<file path="src/rtl/tern_pkg.sv">
// Constants and shared encode and decode functions for the ternary master.
// Assumes a single 40 MHz clock and pins synchronous to that clock.
// ****************************************************************
// What the document requires of master and slave
// Symbol bit 1 is clock XNOR previous clock, bit 0 data XNOR previous.
// Pure mode gathers twelve symbols, six pairs, and uses every one.
// Legacy mode drops symbol 01 seen with clock Low, until twelve kept.
// Adjacent symbols pair as threes and ones digit into one triplet.
// Pair 2,2 of value eight is an invalid pair.
// Six triplets in arrival order form the 18-bit word.
// Parity occupies the two low bits, odd-index bit above even-index.
// Odd parity is XOR of odd data bits, even of even data bits.
// Both parity bits are checked, then stripped to leave 16 data bits.
// After entry or restart, master first sends a normal command word.
// Command bit 15 set means read, clear means write.
// Bits 14:8 hold the command code; 00-7F write, 80-FF read.
// Bits 7:1 hold the target dynamic address; bit 0 reserved.
// First command line change waits one symbol, at least 32 ns.
// Slave uses first change as first symbol, reference data High clock Low.
// After restart validation, master drives one more clock falling edge.
// For reads master parks both lines High in one edge, then releases.
// A refusing slave still takes the lines, then ends at once.
// Slave ends a read only after a whole word, or instead of any.
// Slave first sets clock Low, data High unless already so.
// Three symbol 2 in a row with clock Low mean handover.
// After the third symbol 2 the slave releases both lines.
// Seeing data Low after handover, master drives both lines Low.
// Parity and invalid-pair failures are flagged to the control logic.
// Each recovered word comes with a one-cycle valid strobe.
// ****************************************************************
package tern_pkg;

	// ************************************************************
	// Timing
	// ************************************************************
	localparam int CLK_MHZ       = 40;
	localparam int SYM_MIN_NS    = 32;
	localparam int SYM_MIN_CYC   = (SYM_MIN_NS * CLK_MHZ + 999) / 1000;
	localparam int DIV_W         = 8;

	// ************************************************************
	// Word and symbol layout
	// ************************************************************
	localparam int DATA_BITS     = 16;
	localparam int WORD_BITS     = 18;
	localparam int SYMS_PER_WORD = 12;
	localparam int HANDOVER_TWOS = 3;
	localparam int FIFO_DEPTH    = 16;
	localparam logic [1:0] SYM_DUMMY = 2'h1;
	localparam logic [1:0] SYM_TWO   = 2'h2;
	localparam logic [3:0] LAST_SYM  = 4'hb;
	localparam logic [1:0] TWOS_DONE = 2'h3;
	localparam logic       REF_SCL   = 1'b0;
	localparam logic       REF_SDA   = 1'b1;

	// ************************************************************
	// Command word fields
	// ************************************************************
	localparam int CMD_DIR_BIT   = 15;
	localparam int CMD_CODE_MSB  = 14;
	localparam int CMD_CODE_LSB  = 8;
	localparam int CMD_ADDR_MSB  = 7;
	localparam int CMD_ADDR_LSB  = 1;
	localparam logic CMD_RSVD    = 1'b0;

	// Parity pair: odd-index bit above even-index bit
	function automatic logic [1:0] parity2(input logic [15:0] d);
		logic odd_parity_bit;
		logic even_parity_bit;
		odd_parity_bit  = 1'b0;
		even_parity_bit = 1'b0;
		for (int i = 0; i < DATA_BITS; i = i + 2) begin
			even_parity_bit = even_parity_bit ^ d[i];
			odd_parity_bit  = odd_parity_bit ^ d[i+1];
		end
		return {odd_parity_bit, even_parity_bit};
	endfunction : parity2

	// Pair to triplet; bit 3 of the result flags a value above seven
	function automatic logic [3:0] pair_to_trip(input logic [1:0] hi,
		input logic [1:0] lo);
		logic [3:0] v;
		v = {1'b0, hi, 1'b0} + {2'b00, hi} + {2'b00, lo};
		return v;
	endfunction : pair_to_trip

	// Triplet to pair of ternary digits {high, low}
	function automatic logic [3:0] trip_to_pair(input logic [2:0] t);
		logic [1:0] hi;
		logic [2:0] m;
		logic [2:0] r;
		hi = (t >= 3'h6) ? 2'h2 : ((t >= 3'h3) ? 2'h1 : 2'h0);
		m  = {hi, 1'b0} + {1'b0, hi};
		r  = t - m;
		return {hi, r[1:0]};
	endfunction : trip_to_pair

endpackage : tern_pkg

</file>
<file path="src/rtl/tern_fifo.sv">
// Flip-flop FIFO with valid and ready on both sides.
// Assumes one clock and an asynchronous active-low reset from the parent.
module tern_fifo #(
	parameter int W     = 16,
	parameter int DEPTH = 16
) (
	input  wire logic         clock,
	input  wire logic         rst_n,
	input  wire logic         in_valid,
	output logic              in_ready,
	input  wire logic [W-1:0] in_data,
	output logic              out_valid,
	input  wire logic         out_ready,
	output logic [W-1:0]      out_data
);
	localparam int AW = $clog2(DEPTH);

	typedef struct packed {
		logic [DEPTH-1:0][W-1:0] mem;
		logic [AW-1:0]           wp;
		logic [AW-1:0]           rp;
		logic [AW:0]             cnt;
	} fifo_t;

	fifo_t s_ff;
	fifo_t nxt_s;
	logic  push;
	logic  pop;

	assign in_ready  = (s_ff.cnt != DEPTH[AW:0]);
	assign out_valid = (s_ff.cnt != '0);
	assign out_data  = s_ff.mem[s_ff.rp];
	assign push      = in_valid && in_ready;
	assign pop       = out_valid && out_ready;

	always_comb begin
		nxt_s = s_ff;
		if (push) begin
			nxt_s.mem[s_ff.wp] = in_data;
			nxt_s.wp = (s_ff.wp == AW'(DEPTH - 1)) ? '0 : s_ff.wp + 1'b1;
		end
		if (pop) begin
			nxt_s.rp = (s_ff.rp == AW'(DEPTH - 1)) ? '0 : s_ff.rp + 1'b1;
		end
		nxt_s.cnt = s_ff.cnt + {{AW{1'b0}}, push} - {{AW{1'b0}}, pop};
	end

	always_ff @(posedge clock or negedge rst_n) begin
		if (!rst_n) begin
			s_ff <= '0;
		end else begin
			s_ff <= nxt_s;
		end
	end
endmodule : tern_fifo

</file>
<file path="src/rtl/tern_word_decoder.sv">
// Symbol stream to 16-bit word decoder with parity and pair checks.
// Assumes symbols arrive as one-cycle strobes with the clock level after.
module tern_word_decoder
	import tern_pkg::*;
(
	input  wire logic        clock,
	input  wire logic        rst_n,
	input  wire logic        clear,
	input  wire logic        ternary_legacy_tolerant_mode,
	input  wire logic        sym_valid,
	input  wire logic [1:0]  sym,
	input  wire logic        scl_now,
	output logic             word_valid,
	output logic [15:0]      word,
	output logic             parity_err,
	output logic             pair_err
);
	typedef struct packed {
		logic [3:0]  n;
		logic [1:0]  high_ternary_digit;
		logic [14:0] acc;
		logic        bad;
		logic [15:0] word;
		logic        vld;
		logic        perr;
		logic        ierr;
	} dec_t;

	dec_t s_ff;
	dec_t nxt_s;
	logic keep;
	logic [3:0] trip;
	logic [17:0] full;

	assign word_valid = s_ff.vld;
	assign word       = s_ff.word;
	assign parity_err = s_ff.perr;
	assign pair_err   = s_ff.ierr;

	always_comb begin
		nxt_s = s_ff;
		nxt_s.vld  = 1'b0;
		nxt_s.perr = 1'b0;
		nxt_s.ierr = 1'b0;
		keep = sym_valid && !(ternary_legacy_tolerant_mode &&
			sym == SYM_DUMMY && !scl_now);
		trip = pair_to_trip(s_ff.high_ternary_digit, sym);
		full = {s_ff.acc, trip[2:0]};
		if (clear) begin
			nxt_s.n   = '0;
			nxt_s.bad = 1'b0;
		end else if (keep) begin
			nxt_s.n = s_ff.n + 1'b1;
			if (!s_ff.n[0]) begin
				nxt_s.high_ternary_digit = sym;
			end else begin
				nxt_s.acc = {s_ff.acc[11:0], trip[2:0]};
				nxt_s.bad = s_ff.bad | trip[3];
			end
			if (s_ff.n == LAST_SYM) begin
				nxt_s.n    = '0;
				nxt_s.bad  = 1'b0;
				nxt_s.word = full[17:2];
				nxt_s.vld  = 1'b1;
				nxt_s.perr = parity2(full[17:2]) != full[1:0];
				nxt_s.ierr = s_ff.bad | trip[3];
			end
		end
	end

	always_ff @(posedge clock or negedge rst_n) begin
		if (!rst_n) begin
			s_ff <= '0;
		end else begin
			s_ff <= nxt_s;
		end
	end
endmodule : tern_word_decoder

</file>
<file path="src/rtl/tern_master.sv">
// Ternary link master: sends the command word, turns the bus round for
// reads, recovers the slave's words into a FIFO and takes the bus back.
// Assumes pins are synchronous to clock and the entry pulse is external.
module tern_master
	import tern_pkg::*;
#(
	parameter int SYM_CYC = tern_pkg::SYM_MIN_CYC,
	parameter int DEPTH   = tern_pkg::FIFO_DEPTH
) (
	input  wire logic        clock,
	input  wire logic        rstn,
	input  wire logic        cmd_start,
	input  wire logic        cmd_restart,
	input  wire logic        ternary_legacy_tolerant_mode,
	input  wire logic        cmd_read,
	input  wire logic [6:0]  cmd_code,
	input  wire logic [6:0]  cmd_addr,
	output logic             cmd_ready,
	output logic             done,
	output logic             rd_valid,
	input  wire logic        rd_ready,
	output logic [15:0]      rd_data,
	output logic             parity_err,
	output logic             pair_err,
	output logic             overflow,
	input  wire logic        scl_i,
	output logic             scl_o,
	output logic             scl_oe_n,
	input  wire logic        sda_i,
	output logic             sda_o,
	output logic             sda_oe_n
);
	// ************************************************************
	// Types and state
	// ************************************************************
	typedef enum logic [6:0] {
		ST_IDLE  = 7'b000_0001,
		ST_PHI   = 7'b000_0010,
		ST_HOLD  = 7'b000_0100,
		ST_TX    = 7'b000_1000,
		ST_PARK  = 7'b001_0000,
		ST_RX    = 7'b010_0000,
		ST_TAKE  = 7'b100_0000
	} state_t;

	typedef struct packed {
		state_t      st;
		logic [DIV_W-1:0] div;
		logic [23:0] syms;
		logic [3:0]  nsym;
		logic        rd;
		logic        scl;
		logic        sda;
		logic        scl_oe_n;
		logic        sda_oe_n;
		logic        ref_scl;
		logic        ref_sda;
		logic [1:0]  twos;
		logic        dclr;
		logic        done;
		logic        ready;
		logic        perr;
		logic        ierr;
		logic        ovf;
	} mst_t;

	mst_t s_ff;
	mst_t nxt_s;

	// ************************************************************
	// Reset release
	// ************************************************************
	logic [1:0] rst_sync_ff;
	logic       rst_n;

	always_ff @(posedge clock or negedge rstn) begin
		if (!rstn) begin
			rst_sync_ff <= 2'b00;
		end else begin
			rst_sync_ff <= {rst_sync_ff[0], 1'b1};
		end
	end
	assign rst_n = rst_sync_ff[1];

	// ************************************************************
	// Helpers
	// ************************************************************
	localparam logic [DIV_W-1:0] DIV_LAST = DIV_W'(SYM_CYC - 1);

	// Encode the 18-bit word into twelve symbols, first symbol on top
	function automatic logic [23:0] word_syms(input logic [15:0] d);
		logic [17:0] w;
		logic [23:0] r;
		logic [3:0]  p;
		w = {d, parity2(d)};
		r = '0;
		for (int i = 0; i < 6; i++) begin
			p = trip_to_pair(w[17-3*i -: 3]);
			r[23-4*i -: 4] = p;
		end
		return r;
	endfunction : word_syms

	logic        tick;
	logic [15:0] cmd_word;
	logic        changed;
	logic [1:0]  rx_sym;
	logic        dec_valid;
	logic [15:0] dec_word;
	logic        dec_perr;
	logic        dec_ierr;
	logic        fifo_in_ready;
	logic        fifo_out_valid;
	logic [15:0] fifo_out_data;

	assign tick = (s_ff.div == DIV_LAST);

	always_comb begin
		cmd_word = '0;
		cmd_word[CMD_DIR_BIT] = cmd_read;
		cmd_word[CMD_CODE_MSB:CMD_CODE_LSB] = cmd_code;
		cmd_word[CMD_ADDR_MSB:CMD_ADDR_LSB] = cmd_addr;
		cmd_word[0] = CMD_RSVD;
	end

	// Received symbol from line changes against the held reference
	assign changed = (scl_i != s_ff.ref_scl) || (sda_i != s_ff.ref_sda);
	assign rx_sym  = {~(scl_i ^ s_ff.ref_scl),
		~(sda_i ^ s_ff.ref_sda)};

	// ************************************************************
	// Sequencer
	// ************************************************************
	always_comb begin
		nxt_s = s_ff;
		nxt_s.done = 1'b0;
		nxt_s.dclr = 1'b0;
		nxt_s.perr = dec_perr;
		nxt_s.ierr = dec_ierr;
		nxt_s.ovf  = dec_valid && !fifo_in_ready;
		nxt_s.div  = tick ? '0 : s_ff.div + 1'b1;
		unique case (s_ff.st)
			ST_IDLE: begin
				nxt_s.div = '0;
				// New command needs an empty FIFO so a read starts with all DEPTH entries free
				nxt_s.ready = !fifo_out_valid;
				if (cmd_start && s_ff.ready) begin
					nxt_s.ready    = 1'b0;
					nxt_s.syms     = word_syms(cmd_word);
					nxt_s.rd       = cmd_read;
					nxt_s.nsym     = '0;
					nxt_s.scl_oe_n = 1'b0;
					nxt_s.sda_oe_n = 1'b0;
					nxt_s.sda      = REF_SDA;
					if (cmd_restart) begin
						nxt_s.scl = 1'b1;
						nxt_s.st  = ST_PHI;
					end else begin
						// Entry pulse has just fallen outside this block
						nxt_s.scl = REF_SCL;
						nxt_s.st  = ST_HOLD;
					end
				end
			end
			ST_PHI: begin
				if (tick) begin
					nxt_s.scl = REF_SCL;
					nxt_s.st  = ST_HOLD;
				end
			end
			ST_HOLD: begin
				if (tick) begin
					nxt_s.st = ST_TX;
				end
			end
			ST_TX: begin
				if (tick) begin
					if (s_ff.nsym == SYMS_PER_WORD[3:0]) begin
						if (s_ff.rd) begin
							// Single edge to High: only lines now Low move
							nxt_s.scl = 1'b1;
							nxt_s.sda = 1'b1;
							nxt_s.st  = ST_PARK;
						end else begin
							nxt_s.done = 1'b1;
							nxt_s.st   = ST_IDLE;
						end
					end else if (ternary_legacy_tolerant_mode && s_ff.scl &&
						s_ff.syms[23:22] != 2'b00) begin
						nxt_s.scl = 1'b0;
					end else begin
						nxt_s.scl  = s_ff.scl ^ ~s_ff.syms[23];
						nxt_s.sda  = s_ff.sda ^ ~s_ff.syms[22];
						nxt_s.syms = {s_ff.syms[21:0], 2'b00};
						nxt_s.nsym = s_ff.nsym + 1'b1;
					end
				end
			end
			ST_PARK: begin
				if (tick) begin
					nxt_s.scl_oe_n = 1'b1;
					nxt_s.sda_oe_n = 1'b1;
					nxt_s.ref_scl  = 1'b1;
					nxt_s.ref_sda  = 1'b1;
					nxt_s.twos     = '0;
					nxt_s.dclr     = 1'b1;
					nxt_s.st       = ST_RX;
				end
			end
			ST_RX: begin
				nxt_s.div = '0;
				if (changed) begin
					nxt_s.ref_scl = scl_i;
					nxt_s.ref_sda = sda_i;
					if (rx_sym == SYM_TWO && !scl_i) begin
						nxt_s.twos = s_ff.twos + 1'b1;
					end else begin
						nxt_s.twos = '0;
					end
					if (rx_sym == SYM_TWO && !scl_i &&
						s_ff.twos == TWOS_DONE - 2'h1) begin
						// Handover: partial symbols are pattern, not data
						nxt_s.dclr = 1'b1;
						nxt_s.st   = ST_TAKE;
					end
				end
			end
			ST_TAKE: begin
				nxt_s.div = '0;
				if (!sda_i) begin
					nxt_s.scl      = 1'b0;
					nxt_s.sda      = 1'b0;
					nxt_s.scl_oe_n = 1'b0;
					nxt_s.sda_oe_n = 1'b0;
					nxt_s.done     = 1'b1;
					nxt_s.st       = ST_IDLE;
				end
			end
			default: begin
				nxt_s.st = ST_IDLE;
			end
		endcase
	end

	always_ff @(posedge clock or negedge rst_n) begin
		if (!rst_n) begin
			s_ff          <= '0;
			s_ff.st       <= ST_IDLE;
			s_ff.scl      <= 1'b1;
			s_ff.sda      <= 1'b1;
			s_ff.scl_oe_n <= 1'b1;
			s_ff.sda_oe_n <= 1'b1;
			s_ff.ref_scl  <= REF_SCL;
			s_ff.ref_sda  <= REF_SDA;
		end else begin
			s_ff <= nxt_s;
		end
	end

	// ************************************************************
	// Receive path
	// ************************************************************
	tern_word_decoder u_dec (
		.clock                        (clock),
		.rst_n                        (rst_n),
		.clear                        (nxt_s.dclr),
		.ternary_legacy_tolerant_mode (ternary_legacy_tolerant_mode),
		.sym_valid                    (s_ff.st == ST_RX && changed),
		.sym                          (rx_sym),
		.scl_now                      (scl_i),
		.word_valid                   (dec_valid),
		.word                         (dec_word),
		.parity_err                   (dec_perr),
		.pair_err                     (dec_ierr)
	);

	tern_fifo #(
		.W     (DATA_BITS),
		.DEPTH (DEPTH)
	) u_fifo (
		.clock     (clock),
		.rst_n     (rst_n),
		.in_valid  (dec_valid),
		.in_ready  (fifo_in_ready),
		.in_data   (dec_word),
		.out_valid (fifo_out_valid),
		.out_ready (rd_ready),
		.out_data  (fifo_out_data)
	);

	// ************************************************************
	// Outputs
	// ************************************************************
	assign scl_o      = s_ff.scl;
	assign sda_o      = s_ff.sda;
	assign scl_oe_n   = s_ff.scl_oe_n;
	assign sda_oe_n   = s_ff.sda_oe_n;
	assign cmd_ready  = s_ff.ready;
	assign done       = s_ff.done;
	assign parity_err = s_ff.perr;
	assign pair_err   = s_ff.ierr;
	assign overflow   = s_ff.ovf;
	// FIFO read port is a registered memory behind a pointer mux
	assign rd_valid   = fifo_out_valid;
	assign rd_data    = fifo_out_data;
endmodule : tern_master

</file>
<file path="config.mk">
export PLATFORM = sky130hd
export DESIGN_NAME = tern_master
export DESIGN_NICKNAME = d
export VERILOG_FILES = /design/src/rtl/tern_pkg.sv /design/src/rtl/tern_fifo.sv /design/src/rtl/tern_word_decoder.sv /design/src/rtl/tern_master.sv
export SDC_FILE = /design/constraint.sdc
export NUM_CORES = 1
export LEC_CHECK = 0
export BUFFER_PORTS_ARGS = -buffer_cell sky130_fd_sc_hd__buf_2
export CAP_MARGIN = 20
export CORE_MARGIN = 2
export CORE_UTILIZATION = 55
export CTS_CLUSTER_DIAMETER = 50
export DETAILED_ROUTE_END_ITERATION = 8
export GPL_ROUTABILITY_DRIVEN = 1
export PLACE_DENSITY_LB_ADDON = 0.15
export SLEW_MARGIN = 5
export SYNTH_ARGS = -nofsm -noshare
export SYNTH_HDL_FRONTEND = slang
export SYNTH_HIERARCHICAL = 1
export SYNTH_SLANG_ARGS = --single-unit
export TNS_END_PERCENT = 30
</file>
<file path="constraint.sdc">
create_clock -name clock -period 15.1 [get_ports clock]
set_input_delay 3.02 -clock clock [delete_from_list [all_inputs] [get_ports clock]]
set_output_delay 3.02 -clock clock [all_outputs]
set_load 0.01 [all_outputs]
</file>
* After elaboration in Yosys (flattened, before gate mapping)
Cells that the tools add are included.
Operators by class: $add $sub $neg 22, multiply operators 0, div/mod/pow operators 0, magnitude comparators 15, equal/unequal tests 32, shift-type cells 0, mux-type cells 68, bitwise operators 38, reduce and logical (&&, ||, !) cells 39
Operators by type and width (number):
- $bwmux W256 | 1
- $mux W28 | 3
- $mux W7 | 10
- $bmux W16 S4 | 1
- $demux W16 S4 | 1
- $pmux W28 S2 | 1
- $pmux W7 S7 | 1
- $mux W16 | 3
- $mux W41 | 1
- $mux W33 | 1
- $xor A1 B1 Y1 | 31
- $mux W2 | 11
- $ne A2 B2 Y1 const B | 11
- $mux W20 | 1
- $mux W4 | 5
- $mux W1 | 17
- $add A4 B1 Y4 const B | 4
- $eq A4 B4 Y1 const B | 4
- $mux W8 | 2
- $ge A3 B2 Y1 const B | 5
- $ge A3 B3 Y1 const B | 5
- $logic_and A1 B1 Y1 | 13
- $add A2 B2 Y2 | 6
- $reduce_and A3 Y1 | 4
- other kinds (46) | 72
Word-level totals: bits in registers 369, bits in latches 0, memory bits (writable) 0, ROM bits 0, bits of input ports 23, logic and storage cells 259, memories 0

* Logic depth before layout (Yosys ltp)
depth in word-level cells 14, gate-level depth with buffers 16, depth with buffers taken out 14

* By module
Netlist, hierarchy kept.
By module, submodules not included:
- tern_fifo | times used 1, cells an instance 844, area each 12809.8 sq um, seq. area each 6731.5 sq um
- tern_master | times used 1, cells an instance 355, area each 3271.9 sq um, seq. area each 1457.6 sq um
- tern_word_decoder | times used 1, cells an instance 149, area each 2000.7 sq um, seq. area each 1026.0 sq um

* Least setup slack after synthesis
No wires, ideal clock.
path kind input port to flip-flop, start point input port scl_i, end point register u_dec.s_ff (netlist bit u_dec/parity_err), setup time 0.125 ns, arrival time 4.849 ns, data required time 14.975 ns, setup slack 10.126 ns, stages 10, buffers on the path 0, cells stage by stage xnor2_1 -> inv_1 -> fa_1 -> inv_1 -> ha_1 -> inv_1 -> fa_1 -> xnor2_1 -> xnor2_1 -> a21oi_1
RTL lines:
- from (decl) | RTL line tern_master.sv:26 | input wire logic scl_i,
- to (signal assigned) | RTL line tern_word_decoder.sv:75 | s_ff <= nxt_s;
- to (decl) | RTL line tern_word_decoder.sv:29 | dec_t s_ff;

* Final worst setup path
start point register u_fifo/s_ff[5] in the netlist's numbering, end point output port rd_data[11]
Between the ends: longest elaborated chain between the ends 2
Ends and longest elaborated chain:
- from (decl) | RTL line tern_fifo.sv:25 | fifo_t s_ff;
- from (signal assigned) | RTL line tern_fifo.sv:52 | s_ff <= nxt_s;
- $bmux W16 S4 | RTL line tern_fifo.sv:32 | assign out_data = s_ff.mem[s_ff.rp];
- $mux W16 (implied by the code) | RTL line tern_fifo.sv:32
- to (decl) | RTL line tern_master.sv:22 | output logic [15:0] rd_data,
Every way passes these cells. The select of a mux whose other input is x is not followed.

==> run_results.csv <==
group,metric,value,unit
drt,postRouteAntennaNets,0,
logic_synthesis,netlist_top_cells_area,"sky130_fd_sc_hd__dfrtp_1 (50%), sky130_fd_sc_hd__mux2_2 (15%), sky130_fd_sc_hd__mux4_2 (4.0%)",
logic_synthesis,netlist.top_cell.by_area,"sky130_fd_sc_hd__dfrtp_1",
sta,final.setup_skew,0.01842,ns
global_route,wire_length_of_the_first_global_routing_pass,64910,µm
logic_synthesis,synth-seq-area-share,0.5096,
die,initial_utilization,0.5572,
power_and_ir_drop,design_power_total,0.002855,W
run,max-cap-violations,0,
drt,dr_total_vias,10848,
logic_synthesis,synth_enable_flop_cells,0,
worst_setup_path,critical_path.startpoint_type,"flop",
logic_synthesis,syn-instance-count,1348,
sta,maxClockFrequency,158.4,MHz
place,placed_instances,1751,
drt,drc_errors,0,
final_layout,fill_cells,2582,
sta,timing_max_transition_violations_final,0,
worst_setup_path,arrival_time_worst_endpoint,3.29,ns
global_route,gr-total-overflow,0,
clocking,tritoncts.num_buffers,42,
clocking,cts-root-to-sink-buffers,3,
power_and_ir_drop,vdd_ir_drop_max,0.00009861,V
logic_synthesis,synth_common_cells,"sky130_fd_sc_hd__dfrtp_1 (363), sky130_fd_sc_hd__mux2_2 (243), sky130_fd_sc_hd__mux2i_1 (65)",
power_and_ir_drop,powerDensity,143.1,nW/µm²
final_layout,share_of_cells_above_drive_strength_1,0.3557,
worst_setup_path,crit_path_end_kind,"output pin",
logic_synthesis,post_synth_num_cell_types,78,
drt,routed_via_density,5.925,
logic_synthesis,asyncSetResetFlopFracSynth,1.000,
final_layout,final_nets,1406,
die,core,32450,µm²
sta,finalHoldViolCount,0,
worst_setup_path,worstPathMaxFanout,47,
sta,fin_setup_tns,0,ns
drt,drt_first_pass_iters,5,
final_layout,diodes,0,
clocking,cts_resized,0,
clocking,cts_root_buf,"sky130_fd_sc_hd__clkbuf_16",
hold_path,holdPathEnd,"rst_sync_ff[1]$_DFF_PN0_",
sta,setup-violations-final,0,
clocking,cts_tree,"done",
worst_setup_path,critPathRequiredTime,12.08,ns
logic_synthesis,synthesized_area,18080,µm²
logic_synthesis,syn_area_per_cell,13.41,µm²
logic_synthesis,post-synth-top-area-fraction,0.5024,
final_layout,layout-area-overhead-vs-synth,10.30,%
die,rows,66,
worst_setup_path,critical_path_class,"reg -> out",
logic_synthesis,ys.flop_type,"sky130_fd_sc_hd__dfrtp_1",
clocking,post_cts_hold_buffer_count,0,
logic_synthesis,synthesis.nets,1398,
die,die_x,185.3,µm
drt,violation_count_after_the_first_detailed_route_iteration,676,
sta,min_period,6.311,ns
sta,rsz_0062_raised_after_global_routing,"no",
power_and_ir_drop,power_leakage,9.895,nW
sta,layout_worst_path_cycle_share,0.4180,
place,place_hpwl,23610,µm
status,outcome,"finished clean",
global_route,globalRouteTotalUtil,0.2471,
global_route,grt_antenna_before_repair,0,
global_route,grt_pass1_vias,11366,
hold_path,hp-start,"rst_sync_ff[0]$_DFF_PN0_",
sta,timing.slew.headroom,0.3648,
clocking,clock_sink_total,368,
worst_setup_path,worstReg2RegStart,"s_ff[52]$_DFFE_PN0P_",
worst_setup_path,reg2regPathDepth,5,
place,placement.io_buffers,48,
global_route,grt_start_max_net_pins,81,
sta,worstMarginPinSlew,0.9528,ns
die,design.portCount,49,
worst_setup_path,reg2reg_to,"u_dec/full[3]$_DFFE_PN0P_",
clocking,clock_latency,0.54,ns
clocking,number_of_h_tree_branching_levels,2,
clocking,clock_pin_slew_worst_setup_and_hold_paths,0.05,ns
hold_path,timing.hold.worst.class,"reg -> reg",
drt,final_wirelength,40310,µm
worst_setup_path,setup.reg_to_reg.worst_slack,11.98,ns
clocking,cts_setup_buffers,0,
die,fp.dieArea,34340,µm²
die,chipHeight,185.3,µm
logic_synthesis,synth.most_common_cell,"sky130_fd_sc_hd__dfrtp_1",
logic_synthesis,yosysWarningCount,6,
hold_path,whs_path_depth,0,
place,gp_congestion,0.7927,
logic_synthesis,ys_ff_latch,368,
final_layout,fin_cells,1831,
drt,avgRoutedWirePerCell,22.02,µm
## power breakdown
group	switching, W	internal, W
clock network	0.000407	0.000683
registers	0.0000583	0.00105
logic	0.000395	0.000262
total	0.000860	0.00199
## cell type report
type	instances	area, µm²	area share
flip-flops and latches	368	9223	0.4624
multi-input cells	845	8108	0.4065
clock buffers	64	1308	0.06555
well taps	442	553.0	0.02773
repair buffers	64	420.4	0.02108
clock inverters	13	202.7	0.01016
inverters	35	131.4	0.006587
## metrics by stage
stage	hold slack (ns)	area, µm²	setup slack, ns	util
finish	0.3505	19950	8.789	0.6146
global route	0.3621	19950	8.592	0.6146
CTS	0.3516	19860	8.440	0.6120
detailed placement	0.3363	18350	9.028	0.5655
global placement	0.3395	18350	9.048	0.5655
floorplan	0.3312	18080	4.093	-
## registers in the layout, indices dropped and copies added, names as in the netlist
name / count
cmd_ready: 1
done: 1
overflow: 1
pair_err: 1
parity_err: 1
rst_sync_ff: 2
s_ff: 48
scl_o: 1
scl_oe_n: 1
sda_o: 1
u_dec/full: 15
u_dec/pair_err: 1
u_dec/parity_err: 1
u_dec/s_ff: 7
u_dec/word: 16
u_dec/word_valid: 1
u_fifo/s_ff: 269
## cell usage in the layout, fill, tap and decap left out, types with 34 or more instances in the layout
| cell type | Yosys | layout |
|---|---|---|
| sky130_fd_sc_hd__dfrtp_1 | 363 | 361 |
| sky130_fd_sc_hd__mux2_4 | 47 | 47 |
| sky130_fd_sc_hd__a221oi_1 | 37 | 37 |
| sky130_fd_sc_hd__mux2_2 | 243 | 243 |
| sky130_fd_sc_hd__buf_2 | 20 | 48 |
| sky130_fd_sc_hd__clkbuf_16 | 0 | 45 |
| sky130_fd_sc_hd__mux2i_1 | 65 | 65 |
| sky130_fd_sc_hd__xnor2_1 | 36 | 36 |
| sky130_fd_sc_hd__inv_1 | 34 | 34 |
| sky130_fd_sc_hd__nand2_1 | 47 | 47 |
| sky130_fd_sc_hd__nor2_1 | 47 | 47 |
## worst max-delay path by stage
stage / startpoint / endpoint / depth (start not counted)
global route: u_fifo/s_ff[5]$_DFFE_PN0P_ / rd_data[11] / 6
detailed placement: u_fifo/s_ff[5]$_DFFE_PN0P_ / rd_data[11] / 5
CTS: u_fifo/s_ff[5]$_DFFE_PN0P_ / rd_data[11] / 5
global placement: u_fifo/s_ff[5]$_DFFE_PN0P_ / rd_data[10] / 5
floorplan: rst_sync_ff[1]$_DFF_PN0_ / cmd_ready$_DFFE_PN0N_ / 0
finish: u_fifo/s_ff[5]$_DFFE_PN0P_ / rd_data[11] / 6
## kinds of logic after synthesis
logic type	Yosys count	synth area share
buf+inv	135	0.04283
mux	388	0.2668
flops	368	0.5096
fa+ha+maj	27	0.01993
simple gates	207	0.06975
other cells	1	0.0002074
compound gates	171	0.06463
xor+xnor	51	0.02622
## critical path: stages (launching register included)
cell                      delay [ns]
sky130_fd_sc_hd__dfrtp_4        0.58
sky130_fd_sc_hd__buf_16         0.35
sky130_fd_sc_hd__buf_4          0.68
sky130_fd_sc_hd__mux4_2         0.59
sky130_fd_sc_hd__a22oi_1        0.21
sky130_fd_sc_hd__nand2_1        0.14
sky130_fd_sc_hd__buf_2          0.17
## routing by layer
layer | share of wire | wire [µm] | vias up | global-route usage
met5 | 0 | 0 | - | 0
met4 | 0.022 | 899 | 0 | 0.06825
met3 | 0.035 | 1430 | 70 | 0.03637
met1 | 0.45 | 18250 | 5652 | 0.3338
li1 | - | - | 4928 | -
met2 | 0.49 | 19730 | 198 | 0.4179
(Power assumes the default switching activity.)
